===== src/design/csm_pkg.sv =====
// Constants and types for the CPU state and privilege-mode controller
package csm_pkg;

  localparam int          CSM_AW            = 32;
  localparam logic [31:0] CSM_RESET_VECTOR  = 32'ha000_0000;
  localparam logic [31:0] CSM_SR_RESET      = 32'h7000_00f0;
  localparam int          CSM_SR_MD_BIT     = 30;
  localparam logic [31:0] CSM_VBR_RESET     = 32'h0000_0000;
  localparam logic [31:0] CSM_PC_STEP       = 32'h0000_0002;
  localparam logic [1:0]  CSM_PD_SLEEP      = 2'h0;
  localparam logic [1:0]  CSM_PD_SW_STANDBY = 2'h1;
  localparam logic [1:0]  CSM_PD_HW_STANDBY = 2'h2;
  localparam logic [1:0]  CSM_RST_NONE      = 2'h0;
  localparam logic [1:0]  CSM_RST_POWER_ON  = 2'h1;
  localparam logic [1:0]  CSM_RST_MANUAL    = 2'h2;
  localparam int          CSM_NUM_CTRL_REGS = 4;

  typedef enum logic [2:0] {
    CSM_ST_RESET,
    CSM_ST_EXCEPTION,
    CSM_ST_BUS_RELEASED,
    CSM_ST_EXECUTE,
    CSM_ST_POWER_DOWN
  } csm_state_e;

endpackage : csm_pkg


===== src/design/csm_ctrl_regs.sv =====
// Small register file for the saved program counter and saved status word
`timescale 1ns/1ps
module csm_ctrl_regs #(
  parameter int DW = 32,
  parameter int AW = 2
) (
  // Clock and reset
  input  wire logic          core_clk,
  input  wire logic          sys_rst,
  // Write port
  input  wire logic          wr_en,
  input  wire logic [AW-1:0] wr_addr,
  input  wire logic [DW-1:0] wr_data,
  // Read port
  input  wire logic [AW-1:0] rd_addr,
  output logic      [DW-1:0] rd_data
);

  logic [DW-1:0] mem_q [2**AW];

  always_ff @(posedge core_clk or posedge sys_rst) begin
    if (sys_rst) begin
      for (int i = 0; i < 2**AW; i++) begin
        mem_q[i] <= '0;
      end
    end else if (wr_en) begin
      mem_q[wr_addr] <= wr_data;
    end
  end

  always_ff @(posedge core_clk or posedge sys_rst) begin
    if (sys_rst) begin
      rd_data <= '0;
    end else begin
      rd_data <= mem_q[rd_addr];
    end
  end

endmodule : csm_ctrl_regs


===== src/design/csm_state_ctrl.sv =====
// Processor state, privilege mode, reset sources and exception entry control
//
// Contract
// RULE_01: Exactly five processor states: reset, exception, bus released, execute, power down.
// RULE_02: Low power-on reset pin holds the CPU in power-on reset.
// RULE_03: Low manual reset pin holds the CPU in manual reset.
// RULE_04: Power-on reset initialises CPU state and every supporting-module register.
// RULE_05: Manual reset initialises all but the external bus controller registers.
// RULE_06: After reset, fetching starts at the fixed reset address.
// RULE_07: Exception or interrupt saves program counter and status word.
// RULE_08: Handler address equals vector base plus event vector offset.
// RULE_09: Mode bit zero selects user mode, one selects privileged mode.
// RULE_10: Entering reset or exception state forces the mode bit to one.
// RULE_11: Exception return clears the mode bit and resumes in user mode.
// RULE_12: Designated registers are accessible only in privileged mode.
// RULE_13: Execution state runs instructions one after another in order.
// RULE_14: Power down halts the CPU: sleep, software standby, hardware standby.
// RULE_15: External bus request puts the CPU in bus released until returned.
// RULE_16: Reset is left only once both reset pins are high again.
`timescale 1ns/1ps
module csm_state_ctrl
  import csm_pkg::*;
#(
  parameter int AW = CSM_AW
) (
  // Clock and reset
  input  wire logic          core_clk,
  input  wire logic          sys_rst,
  // Reset pins
  input  wire logic          power_on_reset_n,
  input  wire logic          manual_reset_n,
  // Events from the pipeline
  input  wire logic          exc_req,
  input  wire logic [AW-1:0] exc_vec_offset,
  input  wire logic          exc_return,
  input  wire logic          instr_retire,
  input  wire logic [AW-1:0] branch_target,
  input  wire logic          branch_taken,
  // Power-down requests
  input  wire logic          sleep_req,
  input  wire logic          sw_standby_en,
  input  wire logic          hw_standby_n,
  input  wire logic          wakeup,
  // Bus arbitration pins
  input  wire logic          bus_req_n,
  output logic               bus_ack_n,
  // Control register access
  input  wire logic          ctrl_wr,
  input  wire logic          ctrl_rd,
  input  wire logic [1:0]    ctrl_sel,
  input  wire logic [AW-1:0] ctrl_wdata,
  output logic      [AW-1:0] ctrl_rdata,
  output logic               priv_violation,
  // Status
  output logic [2:0]         proc_state,
  output logic               privilege_mode_bit,
  output logic [AW-1:0]      status_word,
  output logic [AW-1:0]      fetch_pc,
  output logic               fetch_en,
  output logic [1:0]         pd_mode,
  output logic [1:0]         reset_cause,
  output logic               periph_init,
  output logic               bus_ctrl_init
);

  localparam logic [1:0] SEL_SPC = 2'h0;
  localparam logic [1:0] SEL_SSR = 2'h1;
  localparam logic [1:0] SEL_VBR = 2'h2;
  localparam logic [1:0] SEL_SR  = 2'h3;

  csm_state_e    state_q;
  csm_state_e    state_d;
  logic [1:0]    por_sync_q;
  logic [1:0]    mrst_sync_q;
  logic [1:0]    breq_sync_q;
  logic [1:0]    hwsb_sync_q;
  logic          por_low;
  logic          mrst_low;
  logic          breq;
  logic          hw_standby;
  logic [AW-1:0] pc_q;
  logic [AW-1:0] sr_q;
  logic [AW-1:0] vbr_q;
  logic [1:0]    rst_cause_q;
  logic [1:0]    pd_mode_q;
  logic          user_access;
  logic          rf_wr;
  logic [1:0]    rf_waddr;
  logic [AW-1:0] rf_wdata;
  logic [AW-1:0] rf_rdata;
  logic          exc_save;
  logic          is_priv;

  // Pins are asynchronous to core_clk, two stages before use
  always_ff @(posedge core_clk or posedge sys_rst) begin
    if (sys_rst) begin
      por_sync_q  <= 2'h0;
      mrst_sync_q <= 2'h0;
      breq_sync_q <= 2'h3;
      hwsb_sync_q <= 2'h3;
    end else begin
      por_sync_q  <= {por_sync_q[0], power_on_reset_n};
      mrst_sync_q <= {mrst_sync_q[0], manual_reset_n};
      breq_sync_q <= {breq_sync_q[0], bus_req_n};
      hwsb_sync_q <= {hwsb_sync_q[0], hw_standby_n};
    end
  end

  assign por_low    = !por_sync_q[1];
  assign mrst_low   = !mrst_sync_q[1];
  assign breq       = !breq_sync_q[1];
  assign hw_standby = !hwsb_sync_q[1];

  function automatic logic [AW-1:0] set_md(input logic [AW-1:0] sr, input logic md);
    logic [AW-1:0] r;
    r = sr;
    r[CSM_SR_MD_BIT] = md;
    return r;
  endfunction : set_md

  assign is_priv     = sr_q[CSM_SR_MD_BIT];                        // [RULE_09]
  assign user_access = (ctrl_wr || ctrl_rd) && !is_priv;
  // Only a taken exception saves; hardware standby and bus request outrank the request
  assign exc_save    = (state_q == CSM_ST_EXECUTE) && (state_d == CSM_ST_EXCEPTION); // [RULE_07]

  // Next state; reset pins win over everything, then hardware standby
  always_comb begin
    state_d = state_q;
    case (state_q)
      CSM_ST_RESET: begin
        if (!por_low && !mrst_low) state_d = CSM_ST_EXCEPTION;    // [RULE_16]
      end
      CSM_ST_EXCEPTION: begin
        state_d = CSM_ST_EXECUTE;
      end
      CSM_ST_EXECUTE: begin
        if (hw_standby) state_d = CSM_ST_POWER_DOWN;              // [RULE_14]
        else if (breq) state_d = CSM_ST_BUS_RELEASED;             // [RULE_15]
        else if (exc_req) state_d = CSM_ST_EXCEPTION;
        else if (sleep_req) state_d = CSM_ST_POWER_DOWN;          // [RULE_14]
      end
      CSM_ST_BUS_RELEASED: begin
        if (!breq) state_d = CSM_ST_EXECUTE;                      // [RULE_15]
      end
      CSM_ST_POWER_DOWN: begin
        if (pd_mode_q == CSM_PD_HW_STANDBY) begin
          if (!hw_standby) state_d = CSM_ST_EXECUTE;
        end else if (wakeup) begin
          state_d = CSM_ST_EXECUTE;
        end
      end
      default: state_d = CSM_ST_RESET;
    endcase
    if (por_low || mrst_low) state_d = CSM_ST_RESET;              // [RULE_02] [RULE_03]
  end

  always_ff @(posedge core_clk or posedge sys_rst) begin
    if (sys_rst) begin
      state_q <= CSM_ST_RESET;
    end else begin
      state_q <= state_d;                                          // [RULE_01]
    end
  end

  // Cause of the last reset, kept through the reset exception
  always_ff @(posedge core_clk or posedge sys_rst) begin
    if (sys_rst) begin
      rst_cause_q <= CSM_RST_POWER_ON;
    end else if (por_low) begin
      rst_cause_q <= CSM_RST_POWER_ON;
    end else if (mrst_low) begin
      rst_cause_q <= CSM_RST_MANUAL;
    end
  end

  always_ff @(posedge core_clk or posedge sys_rst) begin
    if (sys_rst) begin
      pd_mode_q <= CSM_PD_SLEEP;
    end else if (state_q == CSM_ST_EXECUTE && state_d == CSM_ST_POWER_DOWN) begin
      if (hw_standby) pd_mode_q <= CSM_PD_HW_STANDBY;             // [RULE_14]
      else if (sw_standby_en) pd_mode_q <= CSM_PD_SW_STANDBY;
      else pd_mode_q <= CSM_PD_SLEEP;
    end
  end

  // Program counter: reset vector, handler vector, sequential or branch
  always_ff @(posedge core_clk or posedge sys_rst) begin
    if (sys_rst) begin
      pc_q <= CSM_RESET_VECTOR;
    end else if (state_q == CSM_ST_RESET) begin
      pc_q <= CSM_RESET_VECTOR;                                    // [RULE_06]
    end else if (exc_save) begin
      pc_q <= vbr_q + exc_vec_offset;                              // [RULE_08]
    end else if (state_q == CSM_ST_EXECUTE && exc_return) begin
      pc_q <= rf_rdata;
    end else if (state_q == CSM_ST_EXECUTE && instr_retire) begin
      pc_q <= branch_taken ? branch_target : pc_q + CSM_PC_STEP; // [RULE_13]
    end
  end

  // Status word and its mode bit
  always_ff @(posedge core_clk or posedge sys_rst) begin
    if (sys_rst) begin
      sr_q <= CSM_SR_RESET;
    end else if (state_d == CSM_ST_RESET || exc_save) begin
      sr_q <= set_md(sr_q, 1'b1);                                  // [RULE_10] [RULE_04]
    end else if (state_q == CSM_ST_EXECUTE && exc_return) begin
      sr_q <= set_md(sr_q, 1'b0);                                  // [RULE_11]
    end else if (ctrl_wr && is_priv && ctrl_sel == SEL_SR) begin
      sr_q <= ctrl_wdata;                                          // [RULE_12]
    end
  end

  always_ff @(posedge core_clk or posedge sys_rst) begin
    if (sys_rst) begin
      vbr_q <= CSM_VBR_RESET;
    end else if (state_q == CSM_ST_RESET) begin
      vbr_q <= CSM_VBR_RESET;                                      // [RULE_04] [RULE_05]
    end else if (ctrl_wr && is_priv && ctrl_sel == SEL_VBR) begin
      vbr_q <= ctrl_wdata;                                         // [RULE_12]
    end
  end

  // Saved copies: exception save uses two writes, PC first then SR
  logic          ssr_pend_q;
  logic [AW-1:0] ssr_val_q;

  always_ff @(posedge core_clk or posedge sys_rst) begin
    if (sys_rst) begin
      ssr_pend_q <= 1'b0;
      ssr_val_q  <= '0;
    end else begin
      ssr_pend_q <= exc_save;
      ssr_val_q  <= sr_q;                                          // [RULE_07]
    end
  end

  always_comb begin
    rf_wr    = 1'b0;
    rf_waddr = SEL_SPC;
    rf_wdata = '0;
    if (exc_save) begin
      rf_wr    = 1'b1;
      rf_waddr = SEL_SPC;
      rf_wdata = pc_q;                                             // [RULE_07]
    end else if (ssr_pend_q) begin
      rf_wr    = 1'b1;
      rf_waddr = SEL_SSR;
      rf_wdata = ssr_val_q;                                        // [RULE_07]
    end else if (ctrl_wr && is_priv && (ctrl_sel == SEL_SPC || ctrl_sel == SEL_SSR)) begin
      rf_wr    = 1'b1;
      rf_waddr = ctrl_sel;
      rf_wdata = ctrl_wdata;
    end
  end

  csm_ctrl_regs #(
    .DW(AW),
    .AW(2)
  ) u_regs (
    .core_clk(core_clk),
    .sys_rst (sys_rst),
    .wr_en   (rf_wr),
    .wr_addr (rf_waddr),
    .wr_data (rf_wdata),
    // Read port only serves the return path; registered data must already hold saved PC
    .rd_addr (SEL_SPC),
    .rd_data (rf_rdata)
  );

  // Read data registered; user-mode access reads zero and flags a violation
  always_ff @(posedge core_clk or posedge sys_rst) begin
    if (sys_rst) begin
      ctrl_rdata     <= '0;
      priv_violation <= 1'b0;
    end else begin
      priv_violation <= user_access;                               // [RULE_12]
      if (ctrl_rd && is_priv) begin
        case (ctrl_sel)
          SEL_VBR: ctrl_rdata <= vbr_q;
          SEL_SR:  ctrl_rdata <= sr_q;
          default: ctrl_rdata <= '0;
        endcase
      end else begin
        ctrl_rdata <= '0;
      end
    end
  end

  assign proc_state         = state_q;
  assign privilege_mode_bit = sr_q[CSM_SR_MD_BIT];
  assign status_word        = sr_q;
  assign fetch_pc           = pc_q;
  assign fetch_en           = (state_q == CSM_ST_EXECUTE);
  assign pd_mode            = pd_mode_q;
  assign reset_cause        = rst_cause_q;
  assign bus_ack_n          = !(state_q == CSM_ST_BUS_RELEASED);
  assign periph_init        = (state_q == CSM_ST_RESET);           // [RULE_04] [RULE_05]
  assign bus_ctrl_init      = (state_q == CSM_ST_RESET) && por_low; // [RULE_05]

  // Assertions
  property p_por_hold;
    @(posedge core_clk) disable iff (sys_rst) por_low |=> state_q == CSM_ST_RESET;
  endproperty
  a_por_hold: assert property (p_por_hold) else $error("por low but not in reset"); // [RULE_02]

  property p_mrst_hold;
    @(posedge core_clk) disable iff (sys_rst) mrst_low |=> state_q == CSM_ST_RESET;
  endproperty
  a_mrst_hold: assert property (p_mrst_hold) else $error("manual reset not held"); // [RULE_03]

  property p_reset_pc;
    @(posedge core_clk) disable iff (sys_rst)
      (state_q == CSM_ST_RESET) ##1 (state_q == CSM_ST_EXCEPTION) |-> pc_q == CSM_RESET_VECTOR;
  endproperty
  a_reset_pc: assert property (p_reset_pc) else $error("reset fetch address wrong"); // [RULE_06]

  property p_md_reset;
    @(posedge core_clk) disable iff (sys_rst)
      $rose(state_q == CSM_ST_RESET) |-> privilege_mode_bit;
  endproperty
  a_md_reset: assert property (p_md_reset) else $error("mode bit not set on reset"); // [RULE_10]

  property p_exc_vector;
    @(posedge core_clk) disable iff (sys_rst)
      exc_save |=> pc_q == $past(vbr_q) + $past(exc_vec_offset) && privilege_mode_bit;
  endproperty
  a_exc_vector: assert property (p_exc_vector) else $error("handler address wrong"); // [RULE_08]

  property p_exc_ret;
    @(posedge core_clk) disable iff (sys_rst)
      (state_q == CSM_ST_EXECUTE && exc_return && !por_low && !mrst_low && !exc_req)
        |=> !privilege_mode_bit;
  endproperty
  a_exc_ret: assert property (p_exc_ret) else $error("mode bit not cleared"); // [RULE_11]

  property p_user_block;
    @(posedge core_clk) disable iff (sys_rst)
      (ctrl_rd && !is_priv) |=> ctrl_rdata == '0 && priv_violation;
  endproperty
  a_user_block: assert property (p_user_block) else $error("user access not blocked"); // [RULE_12]

  property p_leave_reset;
    @(posedge core_clk) disable iff (sys_rst)
      (state_q == CSM_ST_RESET) ##1 (state_q != CSM_ST_RESET)
        |-> !$past(por_low) && !$past(mrst_low);
  endproperty
  a_leave_reset: assert property (p_leave_reset) else $error("reset left early"); // [RULE_16]

  property p_bus_rel;
    @(posedge core_clk) disable iff (sys_rst)
      (state_q == CSM_ST_BUS_RELEASED && breq && !por_low && !mrst_low)
        |=> state_q == CSM_ST_BUS_RELEASED && !bus_ack_n;
  endproperty
  a_bus_rel: assert property (p_bus_rel) else $error("bus taken back early"); // [RULE_15]

endmodule : csm_state_ctrl


===== config.mk =====
export PLATFORM = sky130hd
export DESIGN_NAME = csm_state_ctrl
export DESIGN_NICKNAME = d
export VERILOG_FILES = /design/src/design/csm_pkg.sv /design/src/design/csm_ctrl_regs.sv /design/src/design/csm_state_ctrl.sv
export SDC_FILE = /design/constraint.sdc
export NUM_CORES = 1
export LEC_CHECK = 0
export BUFFER_PORTS_ARGS = -buffer_cell sky130_fd_sc_hd__buf_2
export CAP_MARGIN = 20
export CORE_AREA = 2 2 140 170
export CTS_BUF_LIST = sky130_fd_sc_hd__clkbuf_8
export DETAILED_ROUTE_END_ITERATION = 8
export DIE_AREA = 0 0 142 172
export PLACE_DENSITY = 0.78
export SYNTH_ARGS = -nofsm -noshare
export SYNTH_HDL_FRONTEND = slang
export SYNTH_SLANG_ARGS = --single-unit
export TNS_END_PERCENT = 100

===== constraint.sdc =====
create_clock -name core_clk -period 19.1 [get_ports core_clk]
set_input_delay 2.865 -clock core_clk [delete_from_list [all_inputs] [get_ports core_clk]]
set_output_delay 2.865 -clock core_clk [all_outputs]
set_load 0.02 [all_outputs]

Yosys cells after proc, flatten, opt, wreduce, memory -nomap -nowiden

Index checks and enable logic that the tools add are counted.
Widths: inputs -> output; s select.

Output and inout bits: 109
Bits in registers: 337
Bits of input ports: 113
Word-level logic and storage cells: 105

Multiplexer cells: 39
Magnitude comparators: 2
Bitwise gates (word level): 3
Reductions and logical operators: 28
Equal/unequal tests: 11
Add/sub/neg operators: 2

Operator list:

| cell                  | number |
|---|---|
| $mux 32               | 12 |
| $bwmux 128            | 1 |
| $mux 31               | 3 |
| $demux 32 s2          | 1 |
| $pmux 32 s2           | 1 |
| $add 32x2->32 const B | 1 |
| $add 32x32->32        | 1 |
| $mux 3                | 10 |
| $pmux 3 s5            | 1 |
| $logic_and 1x1->1     | 13 |
| $mux 2                | 6 |
| $eq 2x2->1 const B    | 3 |
| $eq 3x1->1 const B    | 2 |
| $eq 3x2->1 const B    | 2 |
| $eq 3x3->1 const B    | 2 |
| $logic_not 3->1       | 2 |
| $logic_not 1->1       | 4 |
| $logic_or 1x1->1      | 4 |
| $mux 1                | 4 |
| $reduce_bool 4->1     | 1 |
| $ge 3x3->1 const B    | 1 |
| $lt 3x1->1 const B    | 1 |
| $not 2->3             | 1 |
| $reduce_and 3->1      | 1 |
| other kinds (6)       | 7 |

Longest topological paths before layout

Gate-level depths: netlist (run 1).

Depth in word-level cells: 15
Gate-level depth with buffers: 11
Depth with buffers taken out: 9

Hierarchy

Synthesis (run 1) repeated with hierarchy kept, for this count alone.

Cell total of the unflattened synthesis: 1413
Area total of the unflattened synthesis: 16519.6 um^2

Modules (own cells, without submodules):

| module         | instances | sequential area each (um^2) | area an instance (um^2) | cells each |
|---|---|---|---|---|
| csm_state_ctrl | 1         | 4446.8                      | 10194.8                 | 1068 |
| csm_ctrl_regs  | 1         | 4003.8                      | 6324.8                  | 345 |

Worst setup path before layout (run 1)

OpenSTA, ideal clock, no wires.

Path type: input-to-reg
From: in exc_vec_offset[0]
To: reg pc_q[10], in the netlist fetch_pc[10]
Path buffers: 0
Required time: 19036 ps
Library setup time: 64 ps
Path slack: 14139 ps
Arrival: 4897 ps
Cell stages on the path: 9
Cells stage by stage: ha_1 -> fa_1 -> a21oi_1 -> o21ai_1 -> a2111oi_0 -> o31ai_1 -> xnor2_1 -> a221oi_1 -> a21o_1

Word-level cells in the longest chain between the ends: 3

Ends and longest elaborated chain:

| element              | line                  | text |
|---|---|---|
| start, declared      | csm_state_ctrl.sv:34  | `input wire logic [AW-1:0] exc_vec_offset,` |
| $add 32x32->32       | csm_state_ctrl.sv:193 | `pc_q <= vbr_q + exc_vec_offset;` |
| $mux 32              | csm_state_ctrl.sv:192 | `end else if (exc_save) begin` |
| $mux 32              | csm_state_ctrl.sv:190 | `end else if (state_q == CSM_ST_RESET) begin` |
| end signal, assigned | csm_state_ctrl.sv:193 |  |
| end signal, assigned | csm_state_ctrl.sv:195 | `pc_q <= rf_rdata;` |
| end signal, assigned | csm_state_ctrl.sv:197 | `pc_q <= branch_taken ? branch_target : pc_q + CSM_PC_STEP;` |
| end, declared        | csm_state_ctrl.sv:81  | `logic [AW-1:0] pc_q;` |

No other way between the ends.
A chain may end at the register's enable or synchronous reset.

Worst setup path after layout (run 1)

From: reg state_q[2], in the netlist proc_state[2]
To: out periph_init

Word-level cells in the longest chain between the ends: 1

Ends and longest elaborated chain:

| element                | line                  | text |
|---|---|---|
| start, declared        | csm_state_ctrl.sv:71  | `csm_state_e state_q;` |
| start signal, assigned | csm_state_ctrl.sv:161 | `state_q <= state_d;` |
| $logic_not 3->1        | csm_state_ctrl.sv:298 | `assign periph_init = (state_q == CSM_ST_RESET);` |
| end, declared          | csm_state_ctrl.sv:62  | `output logic periph_init,` |

No other way between the ends.

==> flow_metrics.py, run 1 <==
metrics = {
    "logic_synthesis": {
        "syn_area_um2": 12400,
        "synth_edf_count": 0,
        "synth_ff_type": "dfrtp_1",
        "yosys_warnings": 0,
        "synth-seq-area-share_pct": 48.9,
        "async_reset_ff_share_pct": 100,
        "ys_seq_elements": 241,
        "syn_nets": 1454,
        "syn_avg_cell_area_um2": 9.45,
        "postSynthCellCount": 1308,
        "synth.distinct_cells": 82,
    },
    "finish": {
        "fin_nets": 1658,
        "drive_gt1_share_pct": 21.9,
        "syn2layout_area_growth_pct": 17.2,
        "diodes": 0,
        "fillCellCount": 1911,
        "postLayoutCoreUtil_pct": 63.5,
    },
    "route": {
        "drt_iter0_markers": 974,
        "route.met3.wl_um": 3180,
        "via_per_inst": 6.13,
        "drc": 0,
        "dr_total_vias": 11194,
        "dr_wl_met2_um": 16700,
        "firstDrtPassIters": 7,
        "routedWlPerCell_um": 20.4,
        "wirelength_um": 37300,
        "met1_length_um": 16200,
        "ant_nets": 0,
        "highest_layer": "met4",
    },
    "setup_path": {
        "startpoint": "proc_state[2]",
        "path_max_fanout": 14,
        "required_ps": 16230,
        "crit_arrival_ps": 2350,
        "critPathMaxStageDelay_ps": 690,
        "r2r_start": "proc_state[2]",
        "critPathKind": "reg -> out",
        "startpoint_type": "flop",
        "path_cells": "inv_2 -> nand2_1 -> clkinv_1 -> buf_2",
        "crit_slowest_cell": "nand2_1",
        "critPathCaptureType": "output port",
    },
    "cts": {
        "path_clk_slew_ps": 50,
        "cts.hold.buffers_added": 0,
        "clock-root-buffer": "clkbuf_8",
        "ctsResizeCount": 0,
        "cts_buffers": 41,
        "htree_levels": 2,
        "postCtsSetupBuffers": 0,
        "cts.sinks": 241,
        "clock_path_buffers": 3,
        "clk_latency_ps": 550,
        "cts_tree": "yes",
    },
    "timing": {
        "rsz0062_at_grt": "no",
        "hold_viol_final": 0,
        "whs_ps": 356,
        "drv_slew": 0,
        "maxSlewHeadroom_pct": 35.1,
        "worst_slack_ps": 13890,
        "worstMarginPinSlew_ps": 974,
        "setup_viol": 0,
        "fmax_mhz": 192,
        "fin_crit_ps": 5210,
        "clock_skew_ps": 24.4,
        "tns_ps": 0,
        "fin_crit_sh_pct": 27.3,
    },
    "die": {
        "dieHeight_um": 172,
        "design.die.area_um2": 24400,
        "rows": 61,
        "ioPinCount": 222,
        "die_x_um": 142,
        "core_um2": 22800,
        "start_util_pct": 54.2,
    },
    "grt": {
        "grt_max_degree": 162,
        "grt_usage_pct": 30.3,
        "grt_pass1_vias": 10553,
        "grt_pass1_wl_um": 57900,
        "grt-ovfl-total": 0,
        "antenna_found_initial": 0,
    },
    "power": {
        "p_per_area_nw_per_um2": 87.6,
        "p_leak_nw": 6.88,
        "p_total_mw": 1.27,
        "vdd_ir_drop_max_mv": 0.0696,
    },
    "placement": {
        "numPortBuffers": 221,
        "globalplace.congestion": 0.974,
        "post-place-ws_ps": 13790,
        "hpwl_um": 26000,
    },
    "run_status": {
        "outcome": "complete, no violations",
    },
    "job": {
        "drv_cap": 0,
    },
    "hold_path": {
        "worstHoldStart": "breq_sync_q[0]",
        "worstHoldPathType": "reg -> reg",
    },
}
power breakdown:
| group | leakage, nW | internal (mW) | total, mW | switching, mW |
|---|---|---|---|---|
| Clock | 0.489 | 0.282 | 0.496 | 0.213 |
| Sequential | 3.10 | 0.572 | 0.607 | 0.0344 |
| Combinational | 3.29 | 0.0606 | 0.167 | 0.106 |
cells in the final DEF (no fill, tap or decap), types with 5 or more instances in the layout:
cell      Yosys  layout
nor3_1       18      18
nand2b_1     10      10
xor2_1       19      19
and3_1       16      16
mux2i_1      38      38
a21o_1       16      16
o21a_1        8       8
a21oi_1     164     164
nor2_1      109     109
ha_1         32      32
and2_1        7       7
nand4_1      14      14
nor4_1        7       7
a31oi_1      17      17
mux2_1       30      30
nand3b_1      5       5
o31ai_1       5       5
buf_2        11     221
buf_4         5      13
nand2_1     200     200
xnor2_1      19      19
o21ai_1       7       7
and4_1        8       8
or3_1         6       6
o211ai_1     22      22
clkbuf_8      3      51
o21ai_0      78      78
inv_1        13      24
dfstp_2      14      14
a211oi_1      8       8
dfrtp_1     227     227
nand3_1      34      33
area by class of cell:
class,instances,area [um2],share of cell area [%]
Multi-Input combinational cell,975,5860,40.5
Inverter,17,71.3,0.492
Clock buffer,51,702,4.85
Clock inverter,23,185,1.28
Timing Repair Buffer,236,1260,8.69
Tap cell,283,354,2.44
Sequential cell,241,6050,41.8
registers in the layout, indices dropped and copies added, names as in the netlist, 3 cells and up:
signal / count
ctrl_rdata: 32
fetch_pc: 32
proc_state: 3
ssr_val_q: 32
status_word: 32
u_regs.mem_q: 32
u_regs.rd_data: 32
vbr_q: 32
per-layer routing:
metal  vias to the layer above  global-route usage [%]
li1                       5089                       -
met5                         -                       0
met3                        94                    6.01
met1                      5455                    43.1
met4                         0                    11.7
met2                       556                    46.1
path summary, 6_finish.rpt:
| path | cells after the start | endpoint | slack (ps) |
|---|---|---|---|
| worst max-delay path | 4 | periph_init | 13890 |
| worst min-delay path | 0 | breq_sync_q[1] | 360 |
| worst max register to register | 8 | fetch_pc[24] | 16010 |
| worst min register to register | 0 | breq_sync_q[1] | 360 |
| max in group asynchronous | 4 | status_word[30] | 15720 |
| min in group asynchronous | 2 | por_sync_q[0] | 2320 |
metrics by stage:
stage / cells / cell area [um2]
5_1_grt: 1826 / 14500
4_1_cts: 1824 / 14400
6_report: 1826 / 14500
2_1_floorplan: 1308 / 12400
3_3_place_gp: 1750 / 13500
3_5_place_dp: 1750 / 13500
synthesized netlist by cell type (all sizes together), types with 11 or more instances:
| cell type | instances | share of area (%) |
|---|---|---|
| buf | 28 | 1.5 |
| nand2 | 200 | 6.1 |
| clkbuf | 47 | 1.7 |
| xor2 | 19 | 1.3 |
| ha | 32 | 3.2 |
| a21oi | 165 | 6.7 |
| mux2 | 31 | 2.8 |
| dfstp | 14 | 3.0 |
| dfrtp | 227 | 46 |
| and3 | 18 | 0.93 |
| nor3 | 19 | 0.81 |
| nand4 | 15 | 0.81 |
| nand3 | 36 | 1.5 |
| a31oi | 17 | 0.86 |
| inv | 16 | 0.49 |
| o211ai | 22 | 1.3 |
| a21o | 16 | 0.97 |
| nor2 | 110 | 3.4 |
| o21ai | 85 | 3.4 |
| mux2i | 38 | 3.1 |
| nand2b | 11 | 0.62 |
| xnor2 | 19 | 1.3 |
logic make-up (layout without fill, tap and decap cells):
family / Yosys count / after routing / synth area share (%)
compound gates: 375 / 375 / 18.1
xor+xnor: 38 / 38 / 2.69
fa+ha+maj: 33 / 33 / 3.40
buf+inv: 92 / 327 / 3.67
flops: 241 / 241 / 48.9
mux: 69 / 69 / 5.90
simple gates: 460 / 460 / 17.3
critical path: cells and delay by family, from the launching register on:
kind | cells | cell delay (ps)
DFF | 1 | 480
buffers and inverters | 3 | 640
and+or+nand+nor | 1 | 690
Note: power is estimated with default switching activity, not from simulation.
==> inputs of run 2 (changes only) <==
==> constraint.sdc (replaced) <==
create_clock -name core_clk -period 5.25 [get_ports core_clk]
set_input_delay 0.7875 -clock core_clk [delete_from_list [all_inputs] [get_ports core_clk]]
set_output_delay 0.7875 -clock core_clk [all_outputs]
set_load 0.02 [all_outputs]
==> flow_metrics.py, run 2 (same netlist as run 1, synthesis figures left out) <==
metrics = {
    "run_status": {
        "outcome": "complete, no violations",
    },
    "setup_path": {
        "crit_slowest_cell": "buf_4",
        "crit_family": "buffers and inverters",
        "path_buf_inv": 3,
        "startpoint": "proc_state[0]",
        "crit_arrival_ps": 2510,
        "startpoint_type": "flop",
        "r2r_start": "hwsb_sync_q[1]",
        "critPathCaptureType": "output port",
        "worst-path-stages": 5,
        "path_cells": "nor2_1 -> nand2_1 -> clkinv_1 -> buf_4 -> buf_2",
        "critPathMaxStageDelay_ps": 450,
        "required_ps": 4460,
        "path_max_fanout": 32,
        "rr_worst_depth": 7,
        "critPathKind": "reg -> out",
    },
    "timing": {
        "drv_slew": 0,
        "tns_ps": 0,
        "fmax_mhz": 303,
        "maxSlewHeadroom_pct": 36.8,
        "whs_ps": 330,
        "hold_viol_final": 0,
        "rsz0062_at_grt": "no",
        "setup_viol": 0,
        "fin_crit_ps": 3300,
        "fin_crit_sh_pct": 62.8,
        "clock_skew_ps": 34.0,
        "worstMarginPinSlew_ps": 948,
    },
    "grt": {
        "grt_pass1_vias": 10776,
        "grt_pass1_wl_um": 59500,
        "grt_usage_pct": 31.1,
        "grt_max_degree": 123,
        "grt-ovfl-total": 0,
        "antenna_found_initial": 0,
    },
    "cts": {
        "cts_buffers": 40,
        "path_clk_slew_ps": 60,
        "ctsResizeCount": 0,
        "htree_levels": 2,
        "clk_latency_ps": 560,
        "postCtsSetupBuffers": 0,
        "cts.hold.buffers_added": 0,
        "clock-root-buffer": "clkbuf_8",
        "clock_path_buffers": 3,
        "cts_tree": "yes",
        "cts.sinks": 241,
    },
    "placement": {
        "globalplace.congestion": 1.01,
        "dpl_cell_area_um2": 13600,
        "hpwl_um": 26400,
        "numPortBuffers": 221,
    },
    "die": {
        "core_um2": 22800,
        "design.die.area_um2": 24400,
        "rows": 61,
        "dieHeight_um": 172,
        "ioPinCount": 222,
        "die_x_um": 142,
        "start_util_pct": 54.2,
    },
    "power": {
        "p_per_area_nw_per_um2": 317,
        "p_leak_nw": 6.86,
        "vdd_ir_drop_max_mv": 0.213,
    },
    "finish": {
        "syn2layout_area_growth_pct": 16.9,
        "final_common_cell": "dfrtp_1",
        "postLayoutCoreUtil_pct": 63.3,
        "fin_nets": 1658,
        "stdcell_area_um2": 14400,
        "layout_common_cells": "dfrtp_1 (227), buf_2 (221), nand2_1 (200)",
        "drive_gt1_share_pct": 21.8,
        "diodes": 0,
    },
    "route": {
        "wirelength_um": 38000,
        "dr_total_vias": 11171,
        "drt_iter0_markers": 1224,
        "ant_nets": 0,
        "firstDrtPassIters": 6,
        "routedWlPerCell_um": 20.8,
        "via_per_inst": 6.12,
        "drc": 0,
    },
    "hold_path": {
        "worstHoldPathType": "in -> reg",
        "hold_depth": 1,
        "worstHoldStart": "hw_standby_n",
    },
    "job": {
        "drv_cap": 0,
    },
}
## run 2: path summary, 6_finish.rpt
path / end / slack (ps)
max: periph_init / 1950
max reg2reg: fetch_pc[1] / 2100
min reg2reg: mrst_sync_q[1] / 350
min in group asynchronous: u_regs.rd_data[4] / 390
max in group asynchronous: ssr_val_q[26] / 3780
min: hwsb_sync_q[0] / 330
## run 2: routing by layer
layer	GRT usage, %	vias up	routed length [um]	share of wire [%]
met3	6.06	83	3410	9.0
li1	-	5082	-	-
met4	10.7	0	1090	2.9
met5	0	-	0	0
met2	47.8	595	17200	45
met1	44.5	5411	16300	43
## run 2: report_power, final
| part | switching (mW) | internal, mW | total, mW | leakage (nW) |
|---|---|---|---|---|
| combinational | 0.386 | 0.219 | 0.605 | 3.28 |
| clock | 0.763 | 1.01 | 1.77 | 0.478 |
| sequential | 0.124 | 2.08 | 2.21 | 3.10 |
| total | 1.27 | 3.31 | 4.58 | 6.86 |
## run 2: layout make-up
| class | instances | area [um2] |
|---|---|---|
| Fill cell | 1888 | 8370 |
| Inverter | 17 | 67.6 |
| Timing Repair Buffer | 237 | 1250 |
| Clock buffer | 50 | 688 |
| Clock inverter | 21 | 173 |
| Sequential cell | 241 | 6050 |
| Multi-Input combinational cell | 975 | 5860 |
| Tap cell | 283 | 354 |
## run 2: metrics by stage
step | setup slack [ps] | std cells | total power, mW
floorplan | 1310 | 1308 | 2.58
global placement | 2110 | 1753 | 2.81
detailed placement | 1940 | 1753 | 2.84
CTS | 1950 | 1824 | 4.60
global route | 1810 | 1824 | 4.77
finish | 1950 | 1824 | 4.58
